## config.mk

```make
export PLATFORM = sky130hd
export DESIGN_NAME = pld_top
export DESIGN_NICKNAME = d
export VERILOG_FILES = /design/src/pld_pkg.sv /design/src/pld_channel.sv /design/src/pld_top.sv
export SDC_FILE = /design/constraint.sdc
export NUM_CORES = 1
export LEC_CHECK = 0
export BUFFER_PORTS_ARGS = -buffer_cell sky130_fd_sc_hd__buf_2
export CORE_ASPECT_RATIO = 1.75
export CORE_MARGIN = 2
export CORE_UTILIZATION = 58
export CTS_CLUSTER_DIAMETER = 30
export CTS_CLUSTER_SIZE = 28
export DETAILED_ROUTE_END_ITERATION = 8
export PLACE_DENSITY = 0.77
export SYNTH_ARGS = -nofsm -noshare
export SYNTH_HDL_FRONTEND = slang
export SYNTH_SLANG_ARGS = --single-unit
```

## constraint.sdc

```tcl
create_clock -name i_clk -period 1.59 [get_ports i_clk]
set_input_delay 0.3975 -clock i_clk [delete_from_list [all_inputs] [get_ports i_clk]]
set_output_delay 0.3975 -clock i_clk [all_outputs]
set_load 0.005 [all_outputs]
```

## src/pld_pkg.sv

```systemverilog
// constants and types shared by the lock detector files
// ****************************************************
// Notes on behaviour
// - tolerance is one or four reference cycles
// - each channel keeps last three lock results
// - status equals majority of three results
// - two good results needed to report lock
// - status bits presented for the status register
// - status bit interrupts only when mask enabled
// - phase tolerance only, no frequency check
// - two independent detectors, separate status
// - locked to unlocked transition is an event
// - summary flag not cleared by status read
// ****************************************************
package pld_pkg;
  localparam int PLD_CHANNELS = 2;
  localparam int PLD_TOL_FINE = 1;
  localparam int PLD_TOL_WIDE = 4;
  localparam int PLD_CNT_W = 4;
  localparam logic [2:0] PLD_HIST_RST = 3'h0;
  localparam logic [7:0] PLD_STAT_ADDR = 8'hB4;
  localparam int PLD_STAT_LOCK1_BIT = 0;
  localparam int PLD_STAT_LOCK2_BIT = 1;
  typedef enum logic [1:0] {
    PLD_IDLE,
    PLD_REF_FIRST,
    PLD_FB_FIRST
  } pld_state_e;
endpackage

```

## src/pld_channel.sv

```systemverilog
// one channel: phase window measurement and three-deep vote
`timescale 1ns/100ps
module pld_channel
  import pld_pkg::*;
(
  // clock and reset
  input  wire logic i_clk,
  input  wire logic i_rst_b,
  // synchronised phase edges, one-cycle pulses
  input  wire logic i_ref_edge,
  input  wire logic i_fb_edge,
  input  wire logic i_tol_wide,
  // result
  output logic      o_lock,
  output logic      o_lost
);
  pld_state_e           state;
  logic [PLD_CNT_W-1:0] gap;
  logic [2:0]           hist;
  logic                 meas_done;
  logic                 meas_ok;
  logic [PLD_CNT_W-1:0] limit;

  function automatic logic maj3(input logic [2:0] v);
    maj3 = (v[0] & v[1]) | (v[0] & v[2]) | (v[1] & v[2]);
  endfunction

  // tolerance counts undivided reference clock cycles
  assign limit = i_tol_wide ? PLD_CNT_W'(PLD_TOL_WIDE)
                            : PLD_CNT_W'(PLD_TOL_FINE);

  // ****************************************************
  // phase error measurement
  // ****************************************************
  always_ff @(posedge i_clk or negedge i_rst_b) begin
    if (!i_rst_b) begin
      state     <= PLD_IDLE;
      gap       <= '0;
      meas_done <= 1'b0;
      meas_ok   <= 1'b0;
    end else begin
      meas_done <= 1'b0;
      case (state)
        PLD_IDLE: begin
          gap <= '0;
          if (i_ref_edge && i_fb_edge) begin
            meas_done <= 1'b1;
            meas_ok   <= 1'b1;
          end else if (i_ref_edge) begin
            state <= PLD_REF_FIRST;
          end else if (i_fb_edge) begin
            state <= PLD_FB_FIRST;
          end
        end
        PLD_REF_FIRST, PLD_FB_FIRST: begin
          // saturate so a lost edge cannot wrap into a good result
          if (gap != '1) begin
            gap <= gap + PLD_CNT_W'(1);
          end
          if ((state == PLD_REF_FIRST && i_fb_edge) ||
              (state == PLD_FB_FIRST && i_ref_edge)) begin
            meas_done <= 1'b1;
            meas_ok   <= (gap < limit);
            state     <= PLD_IDLE;
          end
        end
        default: begin
          state <= PLD_IDLE;
        end
      endcase
    end
  end

  // ****************************************************
  // history and vote
  // ****************************************************
  always_ff @(posedge i_clk or negedge i_rst_b) begin
    if (!i_rst_b) begin
      hist <= PLD_HIST_RST;
    end else if (meas_done) begin
      hist <= {hist[1:0], meas_ok};
    end
  end

  always_ff @(posedge i_clk or negedge i_rst_b) begin
    if (!i_rst_b) begin
      o_lock <= 1'b0;
      o_lost <= 1'b0;
    end else begin
      o_lock <= maj3(hist);
      o_lost <= o_lock & ~maj3(hist);
    end
  end

  hist_vote_a: assert property (@(posedge i_clk) disable iff (!i_rst_b)
    1'b1 |=> o_lock == maj3($past(hist)))
    else $error("lock status differs from vote");
  // the newest result must be good and one older one must agree
  two_good_a: assert property (@(posedge i_clk) disable iff (!i_rst_b)
    $rose(o_lock) |-> $past(hist[0]) &&
      ($past(hist[1]) || $past(hist[2])))
    else $error("lock reported without two good results");
  lost_event_a: assert property (@(posedge i_clk) disable iff (!i_rst_b)
    $fell(o_lock) |-> o_lost)
    else $error("loss of lock without event");
  hist_shift_a: assert property (@(posedge i_clk) disable iff (!i_rst_b)
    meas_done |=> hist[0] == $past(meas_ok))
    else $error("result not shifted into history");
  hist_hold_a: assert property (@(posedge i_clk) disable iff (!i_rst_b)
    !meas_done |=> $stable(hist))
    else $error("history moved without measurement");
endmodule

```

## src/pld_top.sv

```systemverilog
// lock detector for two synthesiser loops
`timescale 1ns/100ps
module pld_top
  import pld_pkg::*;
#(
  parameter int CHANNELS = PLD_CHANNELS
)(
  // clock and reset
  input  wire logic                i_clk,
  input  wire logic                i_rst_b,
  // phase comparator inputs, asynchronous levels
  input  wire logic [CHANNELS-1:0] i_ref_div,
  input  wire logic [CHANNELS-1:0] i_fb_div,
  // control
  input  wire logic                i_tol_wide,
  input  wire logic [CHANNELS-1:0] i_irq_mask,
  input  wire logic                i_stat_read,
  // status
  output logic      [CHANNELS-1:0] o_lock,
  output logic      [CHANNELS-1:0] o_lost_flag,
  output logic                     o_summary,
  output logic                     o_irq
);
  logic [CHANNELS-1:0] ref_s1, ref_s2, ref_s3;
  logic [CHANNELS-1:0] fb_s1, fb_s2, fb_s3;
  logic [CHANNELS-1:0] lock_c, lost_c;
  logic                tol_s1, tol_s2;

  // ****************************************************
  // input synchronisers
  // ****************************************************
  always_ff @(posedge i_clk or negedge i_rst_b) begin
    if (!i_rst_b) begin
      ref_s1 <= '0;
      ref_s2 <= '0;
      ref_s3 <= '0;
      fb_s1  <= '0;
      fb_s2  <= '0;
      fb_s3  <= '0;
      tol_s1 <= 1'b0;
      tol_s2 <= 1'b0;
    end else begin
      ref_s1 <= i_ref_div;
      ref_s2 <= ref_s1;
      ref_s3 <= ref_s2;
      fb_s1  <= i_fb_div;
      fb_s2  <= fb_s1;
      fb_s3  <= fb_s2;
      tol_s1 <= i_tol_wide;
      tol_s2 <= tol_s1;
    end
  end

  // ****************************************************
  // channels
  // ****************************************************
  for (genvar c = 0; c < CHANNELS; c++) begin : g_ch
    pld_channel u_ch (
      .i_clk      (i_clk),
      .i_rst_b    (i_rst_b),
      .i_ref_edge (ref_s2[c] & ~ref_s3[c]),
      .i_fb_edge  (fb_s2[c] & ~fb_s3[c]),
      .i_tol_wide (tol_s2),
      .o_lock     (lock_c[c]),
      .o_lost     (lost_c[c])
    );
  end

  // ****************************************************
  // status and interrupt
  // ****************************************************
  always_ff @(posedge i_clk or negedge i_rst_b) begin
    if (!i_rst_b) begin
      o_lock <= '0;
    end else begin
      o_lock <= lock_c;
    end
  end

  // loss flags: sticky until reset; status read does not clear them
  always_ff @(posedge i_clk or negedge i_rst_b) begin
    if (!i_rst_b) begin
      o_lost_flag <= '0;
    end else begin
      o_lost_flag <= o_lost_flag | lost_c;
    end
  end

  always_ff @(posedge i_clk or negedge i_rst_b) begin
    if (!i_rst_b) begin
      o_summary <= 1'b0;
      o_irq     <= 1'b0;
    end else begin
      o_summary <= |(o_lost_flag | lost_c);
      o_irq     <= |((o_lost_flag | lost_c) & i_irq_mask);
    end
  end

  irq_mask_a: assert property (@(posedge i_clk) disable iff (!i_rst_b)
    o_irq |-> |($past(o_lost_flag | lost_c) & $past(i_irq_mask)))
    else $error("interrupt raised while masked");
  summary_keep_a: assert property (@(posedge i_clk) disable iff (!i_rst_b)
    o_summary && i_stat_read |=> o_summary)
    else $error("summary cleared by status read");
  flag_sticky_a: assert property (@(posedge i_clk) disable iff (!i_rst_b)
    |lost_c |=> |o_lost_flag)
    else $error("loss event not captured");
endmodule

```

==> results.yml, run 1 <==
logic_synthesis:
  synth_xor_area_share_pct: 0.864
  avgSynthCellArea_um2: 12.2
  yosysWarnings: 0
  synthAdderAreaFrac_pct: 8.39
  synth_compound_area_share_pct: 12.7
  ys_ff_latch: 46
  synthMuxAreaShare_pct: 5.61
  synth_nets: 188
  yosysUniqueCellTypes: 36
  synth_seq_area_share_pct: 56.8
  synth_top_family_by_area: "simple AND/OR/NAND/NOR gates"
  async_reset_ff_share_pct: 100
  synth_enable_flop_cells: 0
  ys.flop_type: "dfrtp_1"
  yosys.area_share.simple_pct: 13.1
  syn_area_mm2: 0.00203
  syn_inst: 166
finish:
  regArea_mm2: 0.00115
  finalNonFillerCells: 237
  antenna_cells: 0
  area_growth_pct: 13.5
  fin_nets: 213
  multi_input_area_um2: 830
  drive_above_1_share_pct: 24.0
  n_fill_cell: 268
  fin_util_pct: 68.5
cts:
  clock_path_buffers: 2
  insertion_delay_ps: 300
  cts_root_buf: "clkbuf_8"
  cts_buffers: 5
  post_cts_buffers: 0
  clk_pin_slew_ps: 80
  h-tree-depth: 2
  cts_tree: "yes"
  cts.sink_count: 46
pwr:
  switchingPower_mw: 1.34
  power-per-cell-area_mw_per_mm2: 1630
  swShare_pct: 35.7
  vdd.ir_drop.worst_v: 0.00109
  comb_power_share_pct: 37.6
  seq_power_share_pct: 43.5
  p_leak_nw: 0.990
  p_clk_share_pct: 18.9
  p_int_mw: 2.41
timing:
  tightest_slew_ps: 295
  period_needed_ps: 1510
  max_freq_ghz: 0.663
  min_period_over_period_pct: 94.9
  worst_slack_ps: 81.8
  max-slew-margin-rel_pct: 80.3
  hold_viol: 0
  finClkSkew_ps: 3.53
  setup-violations-final: 0
  holdWs_ps: 195
  slew_violations: 0
  rsz0062_at_grt: "false"
  fin_tns_setup_ps: 0
route:
  wire_per_inst_um: 15.4
  wirelength_mm: 3.64
  drcViolationCount: 0
  first_iter_violations: 32
  viasPerCell: 5.78
  dr_total_vias: 1371
  final_antenna_net_count: 0
  first_pass_iters: 4
global_route:
  overflow: 0
  grt_pass1_wl_mm: 6.00
  track_usage_pct: 20.2
  grt_max_degree: 39
  antenna_found_initial: 0
  grt_pass1_vias: 1313
floorplanning:
  die_y_um: 82.2
  die_area_mm2: 0.00400
  initial_core_util_pct: 60.3
  die_width_um: 48.7
  io_pins: 16
  core_mm2: 0.00336
  core.rowCount: 28
worst_setup_path:
  critPathCaptureType: "register"
  crit_type: "reg2reg"
  path_max_fanout: 6
  critPathLaunchType: "register"
  crit_required_ps: 1790
  worstPathArrival_ps: 1700
job:
  drv_cap: 0
hold_path:
  hold_path_class: "in2reg"
status:
  status: "completed"
place:
  io_buffers: 14
  hpwlAfterDp_mm: 2.58
  pre_cts_ws_ps: 24.7
  dpl.cell_count: 228
  place_congestion: 0.806
==> stage by stage <==
stage / area [µm²] / total power, mW
3_3_place_gp: 2200 / 2.88
5_1_grt: 2300 / 4.03
3_5_place_dp: 2200 / 3.03
4_1_cts: 2300 / 3.75
2_1_floorplan: 2030 / 2.63
6_report: 2300 / 3.74
==> logic make-up after synthesis <==
kind of cell    after synthesis
xor+xnor                      2
mux                          10
flops                        46
compound gates               38
fa+ha+maj                    14
simple gates                 43
buf+inv                      13
==> state kept, by name (all words and copies together) (netlist names) <==
signal and count:
g_ch.u_ch.state 4, ref_s2 2, g_ch.u_ch.meas_ok 2, o_lock 2
ref_s1 2, g_ch.u_ch.hist 6, o_lost_flag 2, fb_s1 2
g_ch.u_ch.meas_done 2, tol_s1 1, g_ch.u_ch.gap 8, g_ch.u_ch.o_lost 2
fb_s3 2, g_ch.u_ch.o_lock 2, tol_s2 1, o_irq 1
o_summary 1, ref_s3 2, fb_s2 2
==> critical path, cell delays in order, from the launching register on <==
cell and delay, ps:
dfrtp_1 460, ha_1 280, nand3_2 110, mux2_1 320
a22o_1 230
==> layout by cell type, fill, tap and decap left out, types with 4 or more instances in the layout <==
master    synthesis  final
dfrtp_1          46     46
a21oi_1          15     15
buf_2             0     14
inv_1            10     10
ha_1             12     10
nor2_1            9      9
mux2_2            6      6
nand3_1           5      5
nand2b_1          5      5
clkbuf_8          0      5
buf_4             1      5
nor2b_1           4      4
a22o_1            4      4
nand2_1           4      4
nor3_1            4      4
o21ai_0           4      4
==> routing by layer <==
| metal | track usage (%) | vias up | share of wire, % |
|---|---|---|---|
| met1 | 20.1 | 691 | 37 |
| li1 | - | 636 | - |
| met4 | 10.3 | 0 | 2.6 |
| met3 | 4.50 | 9 | 3.8 |
| met5 | 0 | - | 0 |
| met2 | 39.2 | 35 | 57 |
==> power groups by stage <==
| stage | registers (mW) | clock network [mW] | logic, mW |
|---|---|---|---|
| after floorplan | 1.63 | 0 | 1.00 |
| after global placement | 1.62 | 0 | 1.26 |
| after detailed placement | 1.65 | 0 | 1.37 |
| after CTS | 1.63 | 0.724 | 1.39 |
| after global routing | 1.66 | 0.782 | 1.59 |
| final | 1.63 | 0.706 | 1.41 |
==> repair_timing <==
action,4_1_cts,5_1_grt
endpoints found under the hold margin,8,0
endpoints found under the setup margin,0,5
gates resized for setup,0,2
hold buffers,1,0
==> cell type report <==
| class | instances | area share, % |
|---|---|---|
| well taps | 45 | 2.45 |
| inverters | 10 | 1.63 |
| multi-input cells | 107 | 36.0 |
| clock buffers | 5 | 2.99 |
| repair buffers | 21 | 5.98 |
| clock inverters | 3 | 0.924 |
| flip-flops and latches | 46 | 50.0 |
==> final timing paths <==
| check | start | to | slack, ps | depth (start not counted) |
|---|---|---|---|---|
| worst max-delay path | g_ch[0].u_ch.gap[1] | g_ch[0].u_ch.gap[1] | 80 | 4 |
| worst min-delay path | i_tol_wide | tol_s1 | 200 | 1 |
| worst max register to register | g_ch[0].u_ch.gap[1] | g_ch[0].u_ch.gap[1] | 80 | 4 |
| worst min register to register | tol_s1 | tol_s2 | 360 | 0 |
| max in group asynchronous | i_rst_b | fb_s1[0] | 650 | 3 |
| min in group asynchronous | i_rst_b | g_ch[0].u_ch.state[1] | 480 | 2 |
==> synthesized netlist by cell type (4+ instances only) <==
| library cell | count | area share [%] |
|---|---|---|
| nand3_1 | 5 | 1.2 |
| nor2b_1 | 4 | 1.2 |
| nor2_1 | 9 | 1.7 |
| nand2b_1 | 5 | 1.5 |
| mux2_2 | 6 | 3.3 |
| a21oi_1 | 15 | 3.7 |
| ha_1 | 12 | 7.4 |
| a22o_1 | 4 | 1.7 |
| inv_1 | 10 | 1.9 |
| o21ai_0 | 4 | 0.99 |
| nor3_1 | 4 | 0.99 |
| nand2_1 | 4 | 0.74 |
| dfrtp_1 | 46 | 57 |
Power figures use the tool's default switching activity.
==> inputs of run 2 (changes only) <==
CORE_MARGIN = unset   (was 2)
SLEW_MARGIN = 20   (was unset)
==> run 2 against run 1 <==
  * Clock skew is 5.3 ps higher
  * Die area decreased by 6.4%
  * Critical path type unchanged
  * Cell count unchanged
  * Count of clock-buffer cells in the layout unchanged
  * Worst hold slack improved by 0.77 ps
  * Sequential cell count is the same
  * Sequential share of layout area fell by 0.48 points
  * Core utilization is 0.74 points higher
  * Combinational power is essentially flat
  * Highest routed layer unchanged
  * Cell area grew 1.1%
  * Clock power up 23%
  * Fmax is 2.8% lower
==> results.yml, run 2 (same netlist as run 1, synthesis figures left out) <==
status:
  status: "completed"
route:
  drcViolationCount: 0
  dr_total_vias: 1385
  final_antenna_net_count: 0
  viasPerCell: 5.84
  first_iter_violations: 34
  wirelength_mm: 3.67
  first_pass_iters: 5
  wire_per_inst_um: 15.5
floorplanning:
  die_y_um: 80.2
  io_pins: 16
  die_area_mm2: 0.00375
  core_mm2: 0.00336
  core.rowCount: 28
  die_width_um: 46.7
  initial_core_util_pct: 60.3
worst_setup_path:
  worstPathArrival_ps: 1780
  critPathLaunchType: "register"
  path_max_fanout: 9
  cp_cell_sequence: "inv_1, ha_2, buf_4, a21oi_1, nand3_1, o21ai_1"
  crit_required_ps: 1820
  crit_type: "reg2reg"
  cp_slowest_cell: "dfrtp_2"
  critPathMaxStageDelay_ps: 450
  critPathCaptureType: "register"
cts:
  h-tree-depth: 2
  insertion_delay_ps: 300
  clock_path_buffers: 2
  cts.sink_count: 46
  post_cts_buffers: 0
  clk_pin_slew_ps: 90
  cts_tree: "yes"
  cts_buffers: 5
  cts_root_buf: "clkbuf_8"
pwr:
  seq_power_share_pct: 41.7
  comb_power_share_pct: 36.2
  p_int_mw: 2.57
  p_leak_nw: 0.995
  switchingPower_mw: 1.35
  swShare_pct: 34.4
  p_clk_share_pct: 22.1
  power-per-cell-area_mw_per_mm2: 1680
  vdd.ir_drop.worst_v: 0.00114
global_route:
  grt_pass1_wl_mm: 5.84
  overflow: 0
  grt_pass1_vias: 1385
  grt_max_degree: 39
  track_usage_pct: 22.3
  antenna_found_initial: 0
timing:
  setup-violations-final: 0
  period_needed_ps: 1550
  rsz0062_at_grt: "false"
  max-slew-margin-rel_pct: 81.4
  max_freq_ghz: 0.644
  tightest_slew_ps: 279
  hold_viol: 0
  fin_tns_setup_ps: 0
  slew_violations: 0
  finClkSkew_ps: 8.82
  min_period_over_period_pct: 97.6
finish:
  largest_register_ffs: 8
  regMostFlops: "g_ch.u_ch.gap"
  reg.largest.list: "g_ch.u_ch.gap (8), g_ch.u_ch.hist (6), g_ch.u_ch.state (4)"
  mostFrequentLayoutCells: "dfrtp_1 (45), a21oi_1 (15), buf_2 (14)"
  final_common_cell: "dfrtp_1"
  drive_above_1_share_pct: 24.5
  antenna_cells: 0
  fin_nets: 213
  area_growth_pct: 14.7
  finalNonFillerCells: 237
job:
  drv_cap: 0
place:
  dpl.cell_count: 228
  place_congestion: 0.799
  hpwlAfterDp_mm: 2.53
  io_buffers: 14
hold_path:
  hold_path_class: "in2reg"
run 2: layout make-up:
cell class,instances,area (µm²)
Tap cell,45,56.3
Clock buffer,5,68.8
Multi-Input combinational cell,107,830
Clock inverter,3,45.0
Timing Repair Buffer,21,138
Sequential cell,46,1150
Fill cell,260,1040
Inverter,10,37.5
run 2: repair_timing:
item | CTS | global route
hold buffers | 1 | 0
hold endpoints to repair | 8 | 0
endpoints found under the setup margin | 0 | 4
gates resized for setup | 0 | 3
run 2: metal layers:
metal | vias to the layer above | GRT usage [%] | share of wire [%]
met5 | - | 0 | 0
met4 | 0 | 9.43 | 1.6
met3 | 8 | 6.74 | 3.8
met2 | 38 | 38.6 | 57
met1 | 703 | 23.8 | 38
li1 | 636 | - | -
run 2: worst max-delay path: cells and delay by family, from the launching register on:
| family | cells | cell delay, ps |
|---|---|---|
| compound gates | 2 | 320 |
| fa+ha+maj | 1 | 320 |
| buf+inv | 2 | 270 |
| flops | 1 | 450 |
| simple gates | 1 | 120 |
run 2: worst paths after layout:
check / to / cells past startpoint / slack (ps) / startpoint
worst max-delay path: g_ch[1].u_ch.state[0] / 6 / 40 / g_ch[1].u_ch.state[1]
worst min-delay path: fb_s1[0] / 1 / 200 / i_fb_div[0]
worst max register to register: g_ch[1].u_ch.state[0] / 6 / 40 / g_ch[1].u_ch.state[1]
worst min register to register: ref_s2[0] / 0 / 350 / ref_s1[0]
max in group asynchronous: g_ch[1].u_ch.state[1] / 3 / 640 / i_rst_b
min in group asynchronous: g_ch[0].u_ch.state[0] / 2 / 480 / i_rst_b
run 2: metrics by stage:
stage                     utilization (%)  power [mW]  hold slack, ps  area [µm²]  setup slack, ps
after global placement               65.3        2.88             269        2200              149
after CTS                            69.0        3.89             190        2320             21.3
after floorplan                         -        2.63             102        2030              184
final                                69.2        3.92             196        2330             38.1
after detailed placement             65.3        3.01             272        2200             70.5
after global routing                 69.2        4.18             187        2330             19.0
run 2: power groups by stage:
| stage | clock network (mW) | logic, mW | registers (mW) |
|---|---|---|---|
| 2_1_floorplan | 0 | 1.00 | 1.63 |
| 3_3_place_gp | 0 | 1.26 | 1.62 |
| 3_5_place_dp | 0 | 1.35 | 1.65 |
| 4_1_cts | 0.881 | 1.38 | 1.63 |
| 5_1_grt | 0.932 | 1.58 | 1.67 |
| 6_report | 0.865 | 1.42 | 1.63 |
